### config.mk
export PLATFORM = sky130hd
export DESIGN_NAME = lsmpc_top
export DESIGN_NICKNAME = d
export VERILOG_FILES = /design/src/hw/lsmpc_pkg.sv /design/src/hw/lsmpc_top.sv
export SDC_FILE = /design/constraint.sdc
export NUM_CORES = 1
export LEC_CHECK = 0
export BUFFER_PORTS_ARGS = -buffer_cell sky130_fd_sc_hd__buf_2
export CAP_MARGIN = 20
export CORE_ASPECT_RATIO = 0.7
export CORE_MARGIN = 4
export CORE_UTILIZATION = 34
export DETAILED_ROUTE_END_ITERATION = 8
export GPL_ROUTABILITY_DRIVEN = 0
export GPL_TIMING_DRIVEN = 0
export PLACE_DENSITY = 0.59
export SYNTH_ARGS = -nofsm -noshare
export SYNTH_HDL_FRONTEND = slang
export SYNTH_SLANG_ARGS = --single-unit
### constraint.sdc
create_clock -name CLK -period 7.45 [get_ports CLK]
set_input_delay 1.1175 -clock CLK [delete_from_list [all_inputs] [get_ports CLK]]
set_output_delay 1.1175 -clock CLK [all_outputs]
set_load 0.005 [all_outputs]
### src/hw/lsmpc_pkg.sv
// lsmpc_pkg: constants, types and helpers of the lamp switch control core
// ===========================================================================
package lsmpc_pkg;
   localparam logic [4:0]  SPI_CNT_FULL  = 5'h10;
   localparam logic [4:0]  SPI_CNT_OVER  = 5'h11;
   localparam logic [15:0] STATUS_RESET  = 16'h0000;
   localparam int          WD_BIT_POS    = 15;
   localparam int          EXIT_BIT_POS  = 14;
   localparam logic [15:0] CAL_CMD_WORD  = 16'hC0A5;
   localparam logic [9:0]  SYNC_RESET    = 10'h001;
   localparam int          PWM_SHIFT     = 7;
   localparam logic [6:0]  DUTY_FULL     = 7'h7F;
   localparam logic [3:0]  DELAY_LSB     = 4'h0;
   localparam int          CNT_W         = 24;
   localparam int          PER_W         = 17;
   localparam int          CLK_PERIOD_NS = 10;
   localparam int          INT_TICK_NS   = 39060;
   localparam logic [PER_W-1:0] INT_PERIOD_RESET =
      PER_W'(INT_TICK_NS / CLK_PERIOD_NS);

   typedef enum logic [1:0] {
      MODE_SLEEP, MODE_NORMAL, MODE_FAILSAFE, MODE_FAULT
   } lsmpc_mode_t;

   // duty window of one channel, delayed by code times sixteen ticks
   function automatic logic pwm_on(input logic [6:0] cnt,
                                   input logic [6:0] duty,
                                   input logic [2:0] dly);
      logic [6:0] phase;
      phase = cnt - {dly, DELAY_LSB};
      return (duty == DUTY_FULL) || (phase <= duty);
   endfunction : pwm_on
endpackage : lsmpc_pkg

### src/hw/lsmpc_top.sv
// lsmpc_top: serial port, mode decision, output drive and PWM of the core
`timescale 1ns/10ps
module lsmpc_top
   import lsmpc_pkg::*;
#(
   parameter logic [CNT_W-1:0] EXT_GAP_MIN = 24'h000064,
   parameter logic [CNT_W-1:0] EXT_GAP_MAX = 24'h002710,
   parameter logic [CNT_W-1:0] CAL_MIN     = 24'h004E20,
   parameter logic [CNT_W-1:0] CAL_MAX     = 24'h0F4240
) (
   input  wire logic        CLK,
   input  wire logic        RST_N,
   input  wire logic        CS_N,
   input  wire logic        SCLK,
   input  wire logic        SI,
   output      logic        SO,
   output      logic        SO_OE,
   input  wire logic [15:0] STATUS_WORD,
   output      logic [15:0] RX_WORD,
   output      logic        RX_VALID,
   input  wire logic        RESET_PIN,
   input  wire logic        WAKE_PIN,
   input  wire logic [3:0]  PARALLEL_IN,
   input  wire logic [3:0]  IN_ACTIVE,
   input  wire logic        WATCHDOG_MODE_SELECT,
   input  wire logic        LOGIC_SUPPLY_FAIL,
   input  wire logic        SUPPLY_FAIL_DETECT_EN,
   input  wire logic        WATCHDOG_TIMEOUT,
   input  wire logic [3:0]  OVERCURRENT_FLAGS,
   input  wire logic [3:0]  OVERTEMP_FLAGS,
   input  wire logic [3:0]  SEVERE_SHORT_FLAGS,
   input  wire logic        LOW_SUPPLY_FLAG,
   input  wire logic        EXCESS_SUPPLY_FLAG,
   input  wire logic        EXCESS_SUPPLY_FAULT_GATE,
   input  wire logic [3:0]  CHANNEL_ENABLE,
   input  wire logic [3:0]  DIRECT_BLOCK,
   input  wire logic        PWM_ENABLE,
   input  wire logic        CLOCK_SOURCE,
   input  wire logic [27:0] DUTY_CODES,
   input  wire logic [11:0] DELAY_CODES,
   output      logic [3:0]  POWER_OUTPUTS,
   output      logic [3:0]  FAULT_CLEAR,
   output      lsmpc_mode_t MODE,
   output      logic        NORMAL_MODE_FLAG,
   output      logic        CLOCK_FAIL_FLAG,
   output      logic        WATCHDOG_RUN,
   output      logic        AUTORETRY_ACTIVE,
   output      logic        FAULT_LATCH_RESET,
   output      logic        WATCHDOG_KICK,
   output      logic        CAL_VALID
);
   // ========================================================================
   // pin synchronisers
   logic [9:0] sync1;
   logic [9:0] sync2;
   logic       cs_d;
   logic       sclk_d;
   logic       in0_d;
   wire        cs_s   = sync2[0];
   wire        sclk_s = sync2[1];
   wire        si_s   = sync2[2];
   wire [3:0]  in_s   = sync2[6:3];
   wire        rst_s  = sync2[7];
   wire        wake_s = sync2[8];
   wire        fsi_s  = sync2[9];

   always_ff @(posedge CLK) begin
      if (!RST_N) begin
         sync1 <= SYNC_RESET;
         sync2 <= SYNC_RESET;
         cs_d  <= 1'b1;
         sclk_d <= 1'b0;
         in0_d <= 1'b0;
      end else begin
         sync1 <= {WATCHDOG_MODE_SELECT, WAKE_PIN, RESET_PIN, PARALLEL_IN,
                   SI, SCLK, CS_N};
         sync2 <= sync1;
         cs_d  <= cs_s;
         sclk_d <= sclk_s;
         in0_d <= in_s[0];
      end
   end

   // ========================================================================
   // serial port
   logic [15:0] tx_shift;
   logic [15:0] rx_shift;
   logic [4:0]  bit_cnt;
   logic        last_wd;
   wire cs_fall   = cs_d & ~cs_s;
   wire cs_rise   = ~cs_d & cs_s;
   wire sclk_rise = ~cs_s & ~sclk_d & sclk_s;
   wire sclk_fall = ~cs_s & sclk_d & ~sclk_s;
   // short or long frames are dropped whole
   wire rx_done   = cs_rise & (bit_cnt == SPI_CNT_FULL);
   wire exit_cmd  = rx_done & rx_shift[EXIT_BIT_POS];
   wire fail;
   // an exit word in Fail-safe carries nothing else
   wire rx_pass   = rx_done & ~(exit_cmd & fail);
   wire cal_cmd   = rx_pass & (rx_shift == CAL_CMD_WORD);

   always_ff @(posedge CLK) begin
      if (!RST_N) begin
         tx_shift <= STATUS_RESET;
         rx_shift <= STATUS_RESET;
         bit_cnt  <= 5'h00;
         SO       <= 1'b0;
         SO_OE    <= 1'b0;
         RX_WORD  <= STATUS_RESET;
         RX_VALID <= 1'b0;
         last_wd  <= 1'b0;
         WATCHDOG_KICK <= 1'b0;
      end else begin
         SO_OE    <= ~cs_s;
         RX_VALID <= rx_pass;
         WATCHDOG_KICK <= rx_pass & (rx_shift[WD_BIT_POS] != last_wd);
         if (rx_pass) begin
            RX_WORD <= rx_shift;
            last_wd <= rx_shift[WD_BIT_POS];
         end
         if (cs_fall) begin
            tx_shift <= STATUS_WORD;
            bit_cnt  <= 5'h00;
         end else if (sclk_rise) begin
            SO       <= tx_shift[15];
            tx_shift <= {tx_shift[14:0], 1'b0};
         end
         if (sclk_fall) begin
            rx_shift <= {rx_shift[14:0], si_s};
            if (bit_cnt != SPI_CNT_OVER)
               bit_cnt <= bit_cnt + 5'h01;
         end
      end
   end

   // ========================================================================
   // mode decision
   logic fail_hold;
   wire  wake = rst_s | wake_s | (|IN_ACTIVE);
   wire  fail_cond = (LOGIC_SUPPLY_FAIL & SUPPLY_FAIL_DETECT_EN) |
                     (WATCHDOG_TIMEOUT & fsi_s);
   wire [3:0] faulted = OVERCURRENT_FLAGS | OVERTEMP_FLAGS |
                        SEVERE_SHORT_FLAGS;
   wire  fault_cond = (|faulted) | LOW_SUPPLY_FLAG |
                      (EXCESS_SUPPLY_FLAG & EXCESS_SUPPLY_FAULT_GATE);
   // a new failure in the exit cycle keeps Fail-safe
   wire  next_fail_hold = wake & (fail_cond | (fail_hold & ~exit_cmd));
   assign fail = fail_cond | fail_hold;
   lsmpc_mode_t next_mode;
   assign next_mode = !wake      ? MODE_SLEEP :
                      fault_cond ? MODE_FAULT :
                      fail       ? MODE_FAILSAFE :
                                   MODE_NORMAL;
   wire  swap = ((MODE == MODE_NORMAL) && (next_mode == MODE_FAILSAFE)) ||
                ((MODE == MODE_FAILSAFE) && (next_mode == MODE_NORMAL));

   always_ff @(posedge CLK) begin
      if (!RST_N) begin
         fail_hold <= 1'b0;
         MODE      <= MODE_SLEEP;
         NORMAL_MODE_FLAG  <= 1'b0;
         WATCHDOG_RUN      <= 1'b0;
         AUTORETRY_ACTIVE  <= 1'b0;
         FAULT_LATCH_RESET <= 1'b0;
      end else begin
         fail_hold <= next_fail_hold;
         MODE      <= next_mode;
         NORMAL_MODE_FLAG  <= (next_mode == MODE_NORMAL);
         WATCHDOG_RUN      <= (next_mode == MODE_NORMAL) & fsi_s;
         AUTORETRY_ACTIVE  <= (next_mode == MODE_FAULT);
         FAULT_LATCH_RESET <= swap | (exit_cmd & fail);
      end
   end

   // ========================================================================
   // settings as seen by the logic, zero while asleep
   wire        awake   = (MODE != MODE_SLEEP);
   wire [3:0]  en      = CHANNEL_ENABLE & {4{awake}};
   wire [3:0]  blk     = DIRECT_BLOCK & {4{awake}};
   wire        pwm_en  = PWM_ENABLE & awake;
   wire        clk_sel = CLOCK_SOURCE & awake;
   wire [27:0] duty    = DUTY_CODES & {28{awake}};
   wire [11:0] dly     = DELAY_CODES & {12{awake}};

   // ========================================================================
   // PWM reference: external edge or calibrated internal divider
   logic [PER_W-1:0] cal_period;
   logic [PER_W-1:0] int_cnt;
   logic [CNT_W-1:0] gap_cnt;
   logic [CNT_W-1:0] cal_cnt;
   logic             cal_armed;
   logic             cal_meas;
   logic [6:0]       pwm_cnt;
   wire ext_tick = in_s[0] & ~in0_d;
   wire int_tick = (int_cnt >= cal_period - 17'h00001);
   wire pwm_tick = clk_sel ? int_tick : ext_tick;
   wire gap_long = (gap_cnt >= EXT_GAP_MAX);
   wire clk_bad  = CLOCK_FAIL_FLAG & ~clk_sel;
   wire pwm_run  = pwm_en & ~clk_bad;
   wire cal_ok   = (cal_cnt >= CAL_MIN) && (cal_cnt <= CAL_MAX);
   wire cal_end  = cal_meas & cs_rise;

   always_ff @(posedge CLK) begin
      if (!RST_N) begin
         cal_period <= INT_PERIOD_RESET;
         CAL_VALID  <= 1'b0;
      end else if (cal_end && cal_ok) begin
         cal_period <= cal_cnt[CNT_W-1:PWM_SHIFT];
         CAL_VALID  <= 1'b1;
      end
   end

   always_ff @(posedge CLK) begin
      if (!RST_N || !awake) begin
         int_cnt   <= '0;
         gap_cnt   <= '0;
         cal_cnt   <= '0;
         cal_armed <= 1'b0;
         cal_meas  <= 1'b0;
         pwm_cnt   <= 7'h00;
         CLOCK_FAIL_FLAG <= 1'b0;
      end else begin
         int_cnt <= int_tick ? '0 : int_cnt + 17'h00001;
         if (ext_tick) begin
            gap_cnt <= '0;
            CLOCK_FAIL_FLAG <= (gap_cnt < EXT_GAP_MIN);
         end else if (gap_long) begin
            CLOCK_FAIL_FLAG <= 1'b1;
         end else begin
            gap_cnt <= gap_cnt + 24'h000001;
         end
         // a rejected pulse just disarms, period untouched
         if (cal_end) begin
            cal_meas  <= 1'b0;
            cal_armed <= 1'b0;
         end else if (cal_armed && cs_fall) begin
            cal_meas  <= 1'b1;
            // the fall cycle is the first low cycle of the pulse
            cal_cnt   <= 24'h000001;
         end else if (cal_cmd) begin
            cal_armed <= 1'b1;
         end
         if (cal_meas && cal_cnt != CAL_MAX + 24'h000001)
            cal_cnt <= cal_cnt + 24'h000001;
         if (!pwm_run)
            pwm_cnt <= 7'h00;
         else if (pwm_tick)
            pwm_cnt <= pwm_cnt + 7'h01;
      end
   end

   // ========================================================================
   // per-channel drive
   logic [3:0] wave;
   logic [3:0] hson;
   logic [3:0] fclr;
   genvar ch;
   for (ch = 0; ch < 4; ch++) begin : g_ch
      assign wave[ch] = pwm_on(pwm_cnt, duty[7*ch +: 7],
                               dly[3*ch +: 3]);
      assign hson[ch] = pwm_en ?
         (en[ch] & (clk_bad | wave[ch])) :
         (en[ch] | (in_s[ch] & ~blk[ch]));
      assign fclr[ch] = en[ch] |
         (IN_ACTIVE[ch] & ~blk[ch] & ~pwm_en);
   end
   wire [3:0] base = fail ? in_s : hson;
   wire [3:0] next_out =
      (MODE == MODE_NORMAL)   ? hson :
      (MODE == MODE_FAILSAFE) ? in_s :
      (MODE == MODE_FAULT)    ? (base & ~faulted) :
                                4'h0;

   always_ff @(posedge CLK) begin
      if (!RST_N) begin
         POWER_OUTPUTS <= 4'h0;
         FAULT_CLEAR   <= 4'h0;
      end else begin
         POWER_OUTPUTS <= next_out;
         FAULT_CLEAR   <= awake ? fclr : 4'h0;
      end
   end
endmodule : lsmpc_top

Yosys cells after proc, flatten, opt, wreduce, memory -nomap -nowiden --
Cells that the tools add are included.
Word-level totals: bits in registers 189, word-level logic and storage cells 201, bits of input ports 100
Cells by class: bitwise logic cells 85, reductions and logical operators 28, multiplexer cells 22, add/subtract/negate cells 10, magnitude comparators 9, equality and inequality tests 16
Operator list (count):
- two-way mux 24 bit | 3
- adder 24 x 1 -> 24 bit, second input constant | 2
- bitwise AND 1 bit | 40
- two-way mux 16 bit | 2
- bitwise AND 28 bit | 1
- == test 7 bit, second input constant | 4
- less-or-equal comparator 7 bit | 4
- subtractor 7 bit | 4
- >= comparator 24 x 14 -> 1 bit, second input constant | 1
- >= comparator 24 x 15 -> 1 bit, second input constant | 1
- less-or-equal comparator 24 x 20 -> 1 bit, second input constant | 1
- less-than comparator 24 x 7 -> 1 bit, second input constant | 1
- inequality test 24 x 20 -> 1 bit, second input constant | 1
- OR 1 bit | 20
- adder 17 x 1 -> 17 bit, second input constant | 1
- >= comparator 17 bit | 1
- NOT 1 bit | 17
- subtractor 17 x 1 -> 17 bit, second input constant | 1
- == test 16 bit, second input constant | 1
- two-way mux 4 bit | 4
- two-way mux 5 bit | 3
- bitwise AND 12 bit | 1
- bitwise AND 4 bit | 3
- == test 2 bit, second input constant | 4
- other kinds (18) | 49

Depth between registers and ports, before layout --
Gate-level depths: netlist of run 1.
depth after elaboration 13, gate-level depth with buffers 16, gate-level depth less buffers 14

Worst setup path before layout of run 1 --
No wires, ideal clock.
kind register to register, start point reg MODE[0], end point reg POWER_OUTPUTS[1], required time 7323 ps, buffers on the path 3, cell stages (with the launch flop) 17, library setup time 127 ps, data arrival time 3116 ps, setup slack 4207 ps, path through dfxtp_1 or2_2 clkbuf_1 clkbuf_1 clkbuf_1 and2_1 ha_1 inv_1 fa_1 xnor2_1 xnor2_1 ha_1 nand4_1 a21oi_1 a211oi_1 o311ai_0 a21oi_1
On the way: cells in the longest elaborated chain, start to end 13, elaborated cells on any way between the ends 27, classes of those cells 1 x add/sub; 1 x order compare; 4 x eq/ne; 5 x mux; 14 x bitwise; 2 x reduce/logical
RTL lines:
- from (decl) | RTL line lsmpc_top.sv:43 | output lsmpc_mode_t MODE,
- from (signal assigned) | RTL line lsmpc_top.sv:167 | MODE <= next_mode;
- nonzero test 2 bit | RTL line lsmpc_top.sv:177 | wire awake = (MODE != MODE_SLEEP);
- bitwise AND 12 bit | RTL line lsmpc_top.sv:183 | wire [11:0] dly = DELAY_CODES & {12{awake}};
- subtractor 7 bit | RTL line lsmpc_pkg.sv:30 | phase = cnt - {dly, DELAY_LSB};
- less-or-equal comparator 7 bit | RTL line lsmpc_pkg.sv:31 | return (duty == DUTY_FULL) || (phase <= duty);
- logical OR 1 bit | RTL line lsmpc_pkg.sv:31
- OR 1 bit | RTL line lsmpc_top.sv:262 | (en[ch] & (clk_bad | wave[ch])) :
- bitwise AND 1 bit | RTL line lsmpc_top.sv:262
- two-way mux 1 bit | RTL line lsmpc_top.sv:261 | assign hson[ch] = pwm_en ?
- two-way mux 4 bit | RTL line lsmpc_top.sv:267 | wire [3:0] base = fail ? in_s : hson;
- bitwise AND 4 bit | RTL line lsmpc_top.sv:271 | (MODE == MODE_FAULT) ? (base & ~faulted) :
- two-way mux 4 bit | RTL line lsmpc_top.sv:271
- two-way mux 4 bit | RTL line lsmpc_top.sv:270 | (MODE == MODE_FAILSAFE) ? in_s :
- two-way mux 4 bit (*) | RTL line lsmpc_top.sv:269 | (MODE == MODE_NORMAL) ? hson :
- to (signal assigned) | RTL line lsmpc_top.sv:279 | POWER_OUTPUTS <= next_out;
- to (decl) | RTL line lsmpc_top.sv:41 | output logic [3:0] POWER_OUTPUTS,
Mark *: on every way between the ends. The rest lies on a longest branch, timed or not. A chain may end at the register's enable or synchronous reset.

Final worst setup path of run 1 --
Ends and elaborated chain as after synthesis.

==> results of run 1 <==
[per-stage QoR]
stage / utilization (%) / cell area, um2 / cells / hold WS (ns) / power [W]
2_1_floorplan: - / 9537 / 1127 / 0.3863 / 0.001161
5_1_grt: 41.37 / 11230 / 1659 / 0.4486 / 0.002189
3_5_place_dp: 39.29 / 10670 / 1626 / 0.4056 / 0.001236
4_1_cts: 41.36 / 11230 / 1658 / 0.4300 / 0.002118
6_report: 41.38 / 11240 / 1660 / 0.4305 / 0.002095
3_3_place_gp: 39.29 / 10670 / 1626 / 0.3958 / 0.001232
[cell usage in the layout, fill, tap and decap left out, types with 7 or more instances in the layout]
cell / synthesis / final
nand2b_1: 7 / 7
dfxtp_1: 188 / 188
a21oi_1: 64 / 64
nor3_1: 27 / 27
clkbuf_16: 0 / 17
nor2b_1: 23 / 23
nor2_1: 91 / 91
nand2_1: 177 / 177
clkbuf_1: 40 / 41
buf_2: 3 / 138
o211a_1: 16 / 16
or4_1: 8 / 8
and2_1: 45 / 45
xnor2_1: 30 / 30
nor4_1: 11 / 11
o21ai_0: 41 / 41
nand3_1: 29 / 29
and3_1: 19 / 19
mux2i_1: 27 / 27
inv_1: 34 / 34
a21o_1: 7 / 7
xor2_1: 22 / 22
nand4_1: 28 / 28
ha_1: 60 / 60
a21boi_0: 34 / 34
a211oi_1: 10 / 10
a31oi_1: 10 / 10
[flip-flops by register name, indices dropped and copies added, names as in the netlist, 5 cells and up]
| signal | count |
|---|---|
| tx_shift | 16 |
| sync1 | 10 |
| sync2 | 10 |
| cal_cnt | 24 |
| pwm_cnt | 7 |
| RX_WORD | 16 |
| cal_period | 17 |
| gap_cnt | 24 |
| int_cnt | 17 |
| rx_shift | 16 |
| bit_cnt | 5 |
[kinds of logic after synthesis]
kind of cell | Yosys count | share of synthesized area [%]
AND/OR/NAND/NOR | 490 | 24.94
AO/OA/AOI/OAI | 224 | 15.65
flip-flops | 188 | 39.46
buffers and inverters | 82 | 3.621
adder cells (fa/ha/maj) | 64 | 8.712
XOR/XNOR | 52 | 4.776
multiplexers | 27 | 2.834
[worst max-delay path: stages (launching register included)]
cell	delay [ns]
dfxtp_1	0.48
or2_2	0.16
clkbuf_1	0.35
clkbuf_1	0.47
clkbuf_1	0.45
and2_1	0.21
ha_1	0.14
inv_1	0.05
fa_1	0.37
xnor2_1	0.15
xnor2_1	0.15
ha_1	0.30
nand4_1	0.12
a21oi_1	0.14
a211oi_1	0.07
o311ai_0	0.40
a21oi_1	0.13
[worst min-delay path by stage]
stage / from / end / slack (ns) / cells past startpoint
detailed placement: sync1[0] / sync2[0] / 0.41 / 1
floorplan: sync1[0] / sync2[0] / 0.39 / 1
finish: sync1[0] / sync2[0] / 0.43 / 1
CTS: sync1[9] / sync2[9] / 0.43 / 1
global route: sync1[0] / sync2[0] / 0.45 / 1
global placement: sync1[0] / sync2[0] / 0.40 / 1
[power groups by stage]
stage | Combinational (W) | Sequential, W | Clock [W]
floorplan | 0.000109 | 0.00105 | 0
global placement | 0.000178 | 0.00105 | 0
detailed placement | 0.000181 | 0.00105 | 0
CTS | 0.000182 | 0.00103 | 0.000904
global route | 0.000206 | 0.00103 | 0.000950
finish | 0.000181 | 0.00103 | 0.000883
[per-layer routing]
| layer | wire length, um | track usage (%) |
|---|---|---|
| met4 | 371 | 4.693 |
| met2 | 10480 | 24.00 |
| met3 | 1185 | 3.247 |
| met5 | 7 | 0 |
| met1 | 13540 | 24.67 |
[area by class of cell]
| cell class | instances | area [um2] |
|---|---|---|
| Antenna cell | 2 | 5.005 |
| Sequential cell | 188 | 3764 |
| Tap cell | 364 | 455.4 |
| Multi-Input combinational cell | 857 | 5428 |
| Timing Repair Buffer | 135 | 675.6 |
| Buffer | 48 | 217.7 |
| Fill cell | 2794 | 15920 |
| Inverter | 34 | 127.6 |
| Clock inverter | 12 | 106.4 |
| Clock buffer | 20 | 456.7 |
==> qor.txt, run 1 <==
router iterations before antenna repair: 5
clock power share: 42.1%
Post-Syn Area: 9537 um2
area share of the largest cell type after synthesis: 39.46%
Cell variety after synth: 61
Post-synth EDFFs: 0
largest net degree at the start of global routing: 18
share of layout cells above drive strength 1: 13.99%
TritonCTS Buffers: 17
maximum fanout along the worst path: 10
port bufs: 135
P_sw: 0.0005408 W
worst skew pair latency: 0.44 ns
DP Wirelength: 19710 um
DR vias: 8377
Clock Tree Root: clkbuf_16
post-synth top area cell: dfxtp_1
sequential share of the synthesized area: 39.46%
Detailed Route Iter0 Violations: 638
largest cells by area after synthesis: dfxtp_1 (39%), ha_1 (7.9%), nand2_1 (7.0%), nor2_1 (3.6%), a21oi_1 (3.4%)
Die Ht: 148.1 um
Post-synth top cells: dfxtp_1 (188), nand2_1 (177), nor2_1 (91)
io pins: 136
routed vias/inst: 5.046
syn nets: 1291
initial antenna violation count: 2
Gate power share: 8.6%
Synth-to-Final Area Change: 17.82%
final setup fails: 0
crit path from: MODE[0]
Max Cap Viol: 0
nets@finish: 1445
crit path time final: 4.264 ns
Avg Inst Size Synth: 8.462 um2
post_cts resized: 0
leak pwr: 4.641 nW
effective utilization at floorplan: 35.12%
CTS tree: done
Seq cells post-synth: 188
WS Path Type: reg -> reg
worst slew pin tran: 1.163 ns
worst hold path class: reg -> reg
asr flop ratio synth: 0%
Hold Violations, Final: 0
leading register cell type out of synthesis: dfxtp_1
setup ws final: 3.187 ns
R2R setup slack: 3.19 ns
final wirelength: 25580 um
CP startpoint kind: register
Hold Buf Count CTS: 0
YS warnings: 0
Sw Ratio: 25.81%
Pint: 0.001554 W
pwr dens: 186.5 nW/um2
die area: 30830 um2
clock skew after layout: 0.01099 ns
CTS sink cnt: 188
reg-to-reg critical path startpoint: MODE[0]
clock-pin slew on the worst setup and hold paths: 0.08 ns
sequential share of power: 49.2%
critical path required time: 7.77 ns
Worst Reg-to-Reg Cells: 16
DP Worst Slack: 3.252 ns
worst vdd ir: 0.1559 mV
average wire per standard cell: 15.41 um
global-route wire length before repair: 41900 um
Period Utilization, post-route: 57.23%
GR Overflow Total: 0
area of the core: 27150 um2
row count: 50
f_max: 234.5 MHz
crit end category: register
WP data arrival: 4.58 ns
Post-Syn Instances: 1127
RSZ-0062 raised after global routing: false
Final Slew Violations: 0
post-CTS setup buffer count: 0
Slew HR: 22.50%
ANT nets after route: 0
status: finished, final reports clean
number of global-route vias before repair: 7999
Total GRT Usage: 16.46%
Die Wd: 208.2 um
Critical path destination: POWER_OUTPUTS[1]
CTS H-tree depth: 4
top-count cell post-synth: dfxtp_1
DRC viols: 0
setup TNS: 0 ns
Clock Path Buffers: 2
Reg-to-Reg End: POWER_OUTPUTS[1]
No activity file was read; power rests on OpenSTA's default activity.
==> inputs of run 2 (changes only) <==
clock period = 4.4 ns   (was 7.45 ns; I/O delays follow)
==> run 2 against run 1 <==
Net effect:
- flip-flop and latch count did not move
- via count barely moved
- clock-buffer cell count did not move
- non-clock buffer count rose by 2
- sequential power rose by 70%
- critical path depth did not move
- wire length fell by 0.19%
- global-route usage did not move
- clock power rose by 69%
- cell area rose by 0.14%
- total power rose by 69%
- largest cell class unchanged
- highest routed layer unchanged
==> qor.txt, run 2 (synthesis results as in run 1) <==
status: finished, final reports clean (unchanged)
worst hold margin: 0.4172 ns (was 0.4305 ns)
Hold Violations, Final: 0 (unchanged)
CTS tree: done (unchanged)
Die Ht: 148.1 um (unchanged)
leak pwr: 4.654 nW (was 4.641 nW)
f_max: 244.6 MHz (was 234.5 MHz)
Filler cells: 2799 (was 2794)
share of layout cells above drive strength 1: 14.20% (was 13.99%)
CP startpoint kind: register (unchanged)
Synth-to-Final Area Change: 17.99% (was 17.82%)
die area: 30830 um2 (unchanged)
pwr dens: 315.4 nW/um2 (was 186.5 nW/um2)
Clock Tree Root: clkbuf_16 (unchanged)
row count: 50 (unchanged)
Worst path slowest cell: dfxtp_1 (unchanged)
Period Utilization, post-route: 92.91% (was 57.23%)
DRC viols: 0 (unchanged)
worst hold path class: in -> reg (was reg -> reg)
setup TNS: 0 ns (unchanged)
area of the core: 27150 um2 (unchanged)
port bufs: 135 (unchanged)
commonest non-fill, non-tap cell in the layout: dfxtp_1 (unchanged)
CTS H-tree depth: 4 (unchanged)
global-route wire length before repair: 41900 um (unchanged)
Top Registers: cal_cnt x24, gap_cnt x24 (unchanged)
crit path time final: 4.088 ns (was 4.264 ns)
DR vias: 8383 (was 8377)
GR Overflow Total: 0 (unchanged)
Clock Path Buffers: 2 (unchanged)
TritonCTS Buffers: 17 (unchanged)
crit end category: register (unchanged)
final setup fails: 0 (unchanged)
Total GRT Usage: 16.46% (unchanged)
design area: 11250 um2 (was 11240 um2)
WS Path Type: reg -> reg (unchanged)
routed vias/inst: 5.044 (was 5.046)
average wire per standard cell: 15.36 um (was 15.41 um)
clock-pin slew on the worst setup and hold paths: 0.08 ns (about the same)
critical path required time: 4.72 ns (was 7.77 ns)
maximum fanout along the worst path: 10 (unchanged)
final wirelength: 25540 um (was 25580 um)
router iterations before antenna repair: 5 (unchanged)
CTS sink cnt: 188 (unchanged)
number of global-route vias before repair: 7999 (unchanged)
RSZ-0062 raised after global routing: false (unchanged)
Max stage delay on crit path: 0.48 ns (about the same)
Detailed Route Iter0 Violations: 598 (was 638)
Hold Buf Count CTS: 0 (unchanged)
effective utilization at floorplan: 35.12% (unchanged)
Final Slew Violations: 0 (unchanged)
io pins: 136 (unchanged)
nets@finish: 1447 (was 1445)
Max Cap Viol: 0 (unchanged)
worst slew pin tran: 1.155 ns (was 1.163 ns)
most frequent cells in the layout: dfxtp_1 (188), nand2_1 (177), buf_2 (138) (unchanged)
largest net degree at the start of global routing: 18 (unchanged)
ANT nets after route: 0 (unchanged)
Slew HR: 22.97% (was 22.50%)
Area after DPL: 10670 um2 (unchanged)
worst skew pair latency: 0.44 ns (about the same)
crit path cell chain: or2_2 -> clkbuf_1 -> clkbuf_2 -> clkbuf_1 -> and2_1 -> ha_1 -> inv_1 -> fa_1 -> xnor2_1 -> xnor2_1 -> ha_1 -> nand4_1 -> a21oi_1 -> a211oi_1 -> o311ai_0 -> a21oi_1 (was or2_2 -> clkbuf_1 -> clkbuf_1 -> clkbuf_1 -> and2_1 -> ha_1 -> inv_1 -> fa_1 -> xnor2_1 -> xnor2_1 -> ha_1 -> nand4_1 -> a21oi_1 -> a211oi_1 -> o311ai_0 -> a21oi_1)
Post-Route Utilization: 41.44% (was 41.38%)
DP Wirelength: 19710 um (unchanged)
Total Power: 0.003548 W (was 0.002095 W)
R2R setup slack: 0.31 ns (was 3.19 ns)
clock skew after layout: 0.01095 ns (was 0.01099 ns)
WP data arrival: 4.41 ns (was 4.58 ns)
Die Wd: 208.2 um (unchanged)
worst vdd ir: 0.2639 mV (was 0.1559 mV)
initial antenna violation count: 2 (unchanged)
-- run 2: changes by cell type in the layout (fill, tap and decap cells not counted), sizes merged --
cell  delta
buf      +2
-- run 2: metal layers --
| metal | global-route usage, % | wire [um] | share of wire, % |
|---|---|---|---|
| met1 | 24.67 | 13490 | 53 |
| met2 | 24.00 | 10490 | 41 |
| met3 | 3.247 | 1207 | 4.7 |
| met4 | 4.693 | 348 | 1.4 |
| met5 | 0 | 7 | 0.027 |
-- run 2: worst max-delay path, delay by kind of cell, from the launching register on --
family | cells | cell delay [ns]
buffers and inverters | 4 | 1.15
adder cells (fa/ha/maj) | 3 | 0.81
AO/OA/AOI/OAI | 4 | 0.74
AND/OR/NAND/NOR | 3 | 0.49
flip-flops | 1 | 0.48
XOR/XNOR | 2 | 0.30
-- run 2: area by class of cell --
class | instances | area [um2] | share of cell area (%)
clock buffers | 20 | 456.7 | 4.059
multi-input cells | 857 | 5428 | 48.24
plain buffers | 48 | 219.0 | 1.946
clock inverters | 12 | 106.4 | 0.9452
flip-flops and latches | 188 | 3764 | 33.45
diodes | 2 | 5.005 | 0.04448
well taps | 364 | 455.4 | 4.048
inverters | 34 | 127.6 | 1.134
repair buffers | 137 | 690.7 | 6.138
-- run 2: final timing paths --
path         startpoint          endpoint  cells past startpoint
min reg2reg    sync1[0]          sync2[0]                      1
max reg2reg     MODE[0]  POWER_OUTPUTS[1]                     16
min                CS_N          sync1[0]                      2
max             MODE[0]  POWER_OUTPUTS[1]                     16
-- run 2: through the flow --
step / cells / worst slack (ns)
after global placement: 1626 / 0.1770
after detailed placement: 1626 / 0.2021
after floorplan: 1127 / 1.157
after global routing: 1661 / 0.06386
after CTS: 1658 / 0.1853
final: 1662 / 0.3118
-- run 2: report_power, final --
| group | switching [W] | internal, W | total (W) |
|---|---|---|---|
| combinational | 0.000173 | 0.000136 | 0.000308 |
| clock | 0.000724 | 0.000770 | 0.00149 |
| sequential | 0.0000181 | 0.00173 | 0.00175 |
-- run 2: repair_timing --
item | 4_1_cts | 5_1_grt
setup buffers | 0 | 2
resized for setup | 0 | 2
endpoints found under the hold margin | 0 | 0
endpoints found under the setup margin | 0 | 5
==> inputs of run 3 (changes only) <==
ABC_AREA = 1   (was unset)
==> run 3 against run 2 <==
Net effect:
- wire length increased by 13%
- first-iteration DRC count rose by 38%
- sequential power is essentially flat
- utilization is 0.75 points lower
- clock skew increased by 0.0025 ns
- cell count is 20% higher
- largest power group unchanged
- highest routed layer is now met4
==> qor.txt, run 3 <==
Die Wd: 214.7 um (was 208.2 um)
largest net degree at the start of global routing: 17 (was 18)
Max Cap Viol: 0 (unchanged)
post-CTS setup buffer count: 0 (unchanged)
CTS sink cnt: 188 (unchanged)
Slew HR: 42.33% (was 22.97%)
port bufs: 135 (unchanged)
leak pwr: 5.300 nW (was 4.654 nW)
worst slew pin tran: 0.8650 ns (was 1.155 ns)
diodes inserted: 0 (was 2)
effective utilization at floorplan: 34.82% (was 35.12%)
area of the core: 29210 um2 (was 27150 um2)
Non-Filler Instances: 1994 (was 1662)
routed vias/inst: 4.869 (was 5.044)
crit path time final: 4.082 ns (was 4.088 ns)
Final Slew Violations: 0 (unchanged)
WP data arrival: 4.36 ns (was 4.41 ns)
worst vdd ir: 0.2637 mV (was 0.2639 mV)
post_cts resized: 0 (unchanged)
sequential share of the synthesized area: 37.00% (was 39.46%)
most frequent cells in the layout: nand2_1 (328), dfxtp_1 (188), inv_1 (186) (was dfxtp_1 (188), nand2_1 (177), buf_2 (138))
Period Utilization, post-route: 92.77% (was 92.91%)
global-route wire length before repair: 46800 um (was 41900 um)
Total Power: 0.003609 W (was 0.003548 W)
Cell variety after synth: 46 (was 61)
Die Ht: 152.7 um (was 148.1 um)
DR vias: 9708 (was 8383)
number of global-route vias before repair: 9109 (was 7999)
row count: 52 (was 50)
design area: 11890 um2 (was 11250 um2)
Area after DPL: 11320 um2 (was 10670 um2)
CTS H-tree depth: 4 (unchanged)
ANT nets after route: 0 (unchanged)
nets@finish: 1769 (was 1447)
CP startpoint kind: register (unchanged)
clock skew after layout: 0.01349 ns (was 0.01095 ns)
share of layout cells above drive strength 1: 12.87% (was 14.20%)
Hold Violations, Final: 0 (unchanged)
Seq cells post-synth: 188 (unchanged)
Post-Syn Instances: 1451 (was 1127)
worst hold margin: 0.4074 ns (was 0.4172 ns)
CTS tree: done (unchanged)
initial antenna violation count: 0 (was 2)
leading register cell type out of synthesis: dfxtp_1 (unchanged)
Post-Syn Area: 10170 um2 (was 9537 um2)
maximum fanout along the worst path: 10 (unchanged)
pwr dens: 303.5 nW/um2 (was 315.4 nW/um2)
RSZ-0062 raised after global routing: false (unchanged)
largest cells by area after synthesis: dfxtp_1 (37%), nand2_1 (12%), ha_1 (7.4%), inv_1 (6.9%), nor2_1 (6.3%) (was dfxtp_1 (39%), ha_1 (7.9%), nand2_1 (7.0%), nor2_1 (3.6%), a21oi_1 (3.4%))
worst skew pair latency: 0.43 ns (was 0.44 ns)
setup TNS: 0 ns (unchanged)
Post-synth EDFFs: 0 (unchanged)
Total GRT Usage: 17.22% (was 16.46%)
Placed Cells: 1964 (was 1626)
Clock Path Buffers: 2 (unchanged)
area share of the largest cell type after synthesis: 37.00% (was 39.46%)
router iterations before antenna repair: 5 (unchanged)
clock-pin slew on the worst setup and hold paths: 0.07 ns (was 0.08 ns)
DRC viols: 0 (unchanged)
Post-synth top cells: nand2_1 (328), dfxtp_1 (188), inv_1 (186) (was dfxtp_1 (188), nand2_1 (177), nor2_1 (91))
commonest non-fill, non-tap cell in the layout: nand2_1 (was dfxtp_1)
critical path required time: 4.68 ns (was 4.72 ns)
Hold Buf Count CTS: 0 (unchanged)
DP Wirelength: 22670 um (was 19710 um)
final wirelength: 28900 um (was 25540 um)
die area: 32790 um2 (was 30830 um2)
Detailed Route Iter0 Violations: 825 (was 598)
worst hold path class: in -> reg (unchanged)
GR Overflow Total: 0 (unchanged)
Avg Inst Size Synth: 7.011 um2 (was 8.462 um2)
crit end category: register (unchanged)
YS warnings: 0 (unchanged)
top-count cell post-synth: nand2_1 (was dfxtp_1)
io pins: 136 (unchanged)
status: finished, final reports clean (unchanged)
Synth-to-Final Area Change: 16.88% (was 17.99%)
post-synth top area cell: dfxtp_1 (unchanged)
TritonCTS Buffers: 17 (unchanged)
final setup fails: 0 (unchanged)
syn nets: 1615 (was 1291)
Clock Tree Root: clkbuf_16 (unchanged)
WS Path Type: reg -> reg (unchanged)
average wire per standard cell: 14.49 um (was 15.36 um)
Top Registers: cal_cnt x24, gap_cnt x24 (unchanged)
f_max: 245.0 MHz (was 244.6 MHz)
asr flop ratio synth: 0% (unchanged)
run 3: power breakdown:
part / total (W) / internal [W] / leakage [nW] / switching (W)
Sequential: 0.00175 / 0.00173 / 1.52 / 0.0000180
Clock: 0.00153 / 0.000842 / 0.273 / 0.000690
Combinational: 0.000328 / 0.000125 / 3.50 / 0.000203
Total: 0.00361 / 0.00270 / 5.30 / 0.000911
run 3: cell type report:
class                   instances  area (um2)
fillers                      3060       17320
plain buffers                  45       217.7
well taps                     378       473.0
repair buffers                135       675.6
clock inverters                11       135.1
clock buffers                  19       432.9
flip-flops and latches        188        3764
multi-input cells            1026        5470
inverters                     192       720.7
run 3: cells by family (layout without fill, tap and decap cells):
kind of cell	Yosys count	after routing	synth area share [%]
simple gates	707	707	30.17
xor+xnor	47	47	4.047
fa+ha+maj	64	64	8.167
compound gates	208	208	11.39
buf+inv	237	402	9.225
flops	188	188	37.00
run 3: per-layer routing:
metal  global-route usage [%]  vias to the layer above  share of wire (%)
met2                    25.25                      292                 41
met3                    3.329                       24                6.3
li1                         -                     5017                  -
met4                    3.826                        0                1.2
met1                    26.01                     4375                 51
met5                        0                        -                  0
run 3: critical path, cell delays in order (launching register included):
cell	delay (ns)
dfxtp_1	0.44
nor2_2	0.17
inv_2	0.20
buf_2	0.29
buf_2	0.26
buf_1	0.41
nand2_1	0.15
fa_1	0.43
xor2_1	0.19
xnor2_1	0.14
inv_1	0.05
ha_1	0.28
nand2_1	0.07
nor2_1	0.15
nand2_1	0.07
o211ai_1	0.08
nand4_1	0.28
nand3_1	0.16
a21oi_1	0.08
run 3: final timing paths:
check             slack, ns  startpoint               end  cells after the start
setup / recovery       0.32     MODE[1]  POWER_OUTPUTS[3]                     18
hold / removal         0.41          SI          sync1[2]                      3
setup reg to reg       0.32     MODE[1]  POWER_OUTPUTS[3]                     18
hold reg to reg        0.41    sync1[1]          sync2[1]                      2
run 3: stage by stage:
stage | setup WS [ns] | util (%)
2_1_floorplan | 1.310 | -
3_5_place_dp | 0.2833 | 38.75
6_report | 0.3179 | 40.70
4_1_cts | 0.2692 | 40.70
3_3_place_gp | 0.3850 | 38.75
5_1_grt | 0.01996 | 40.70
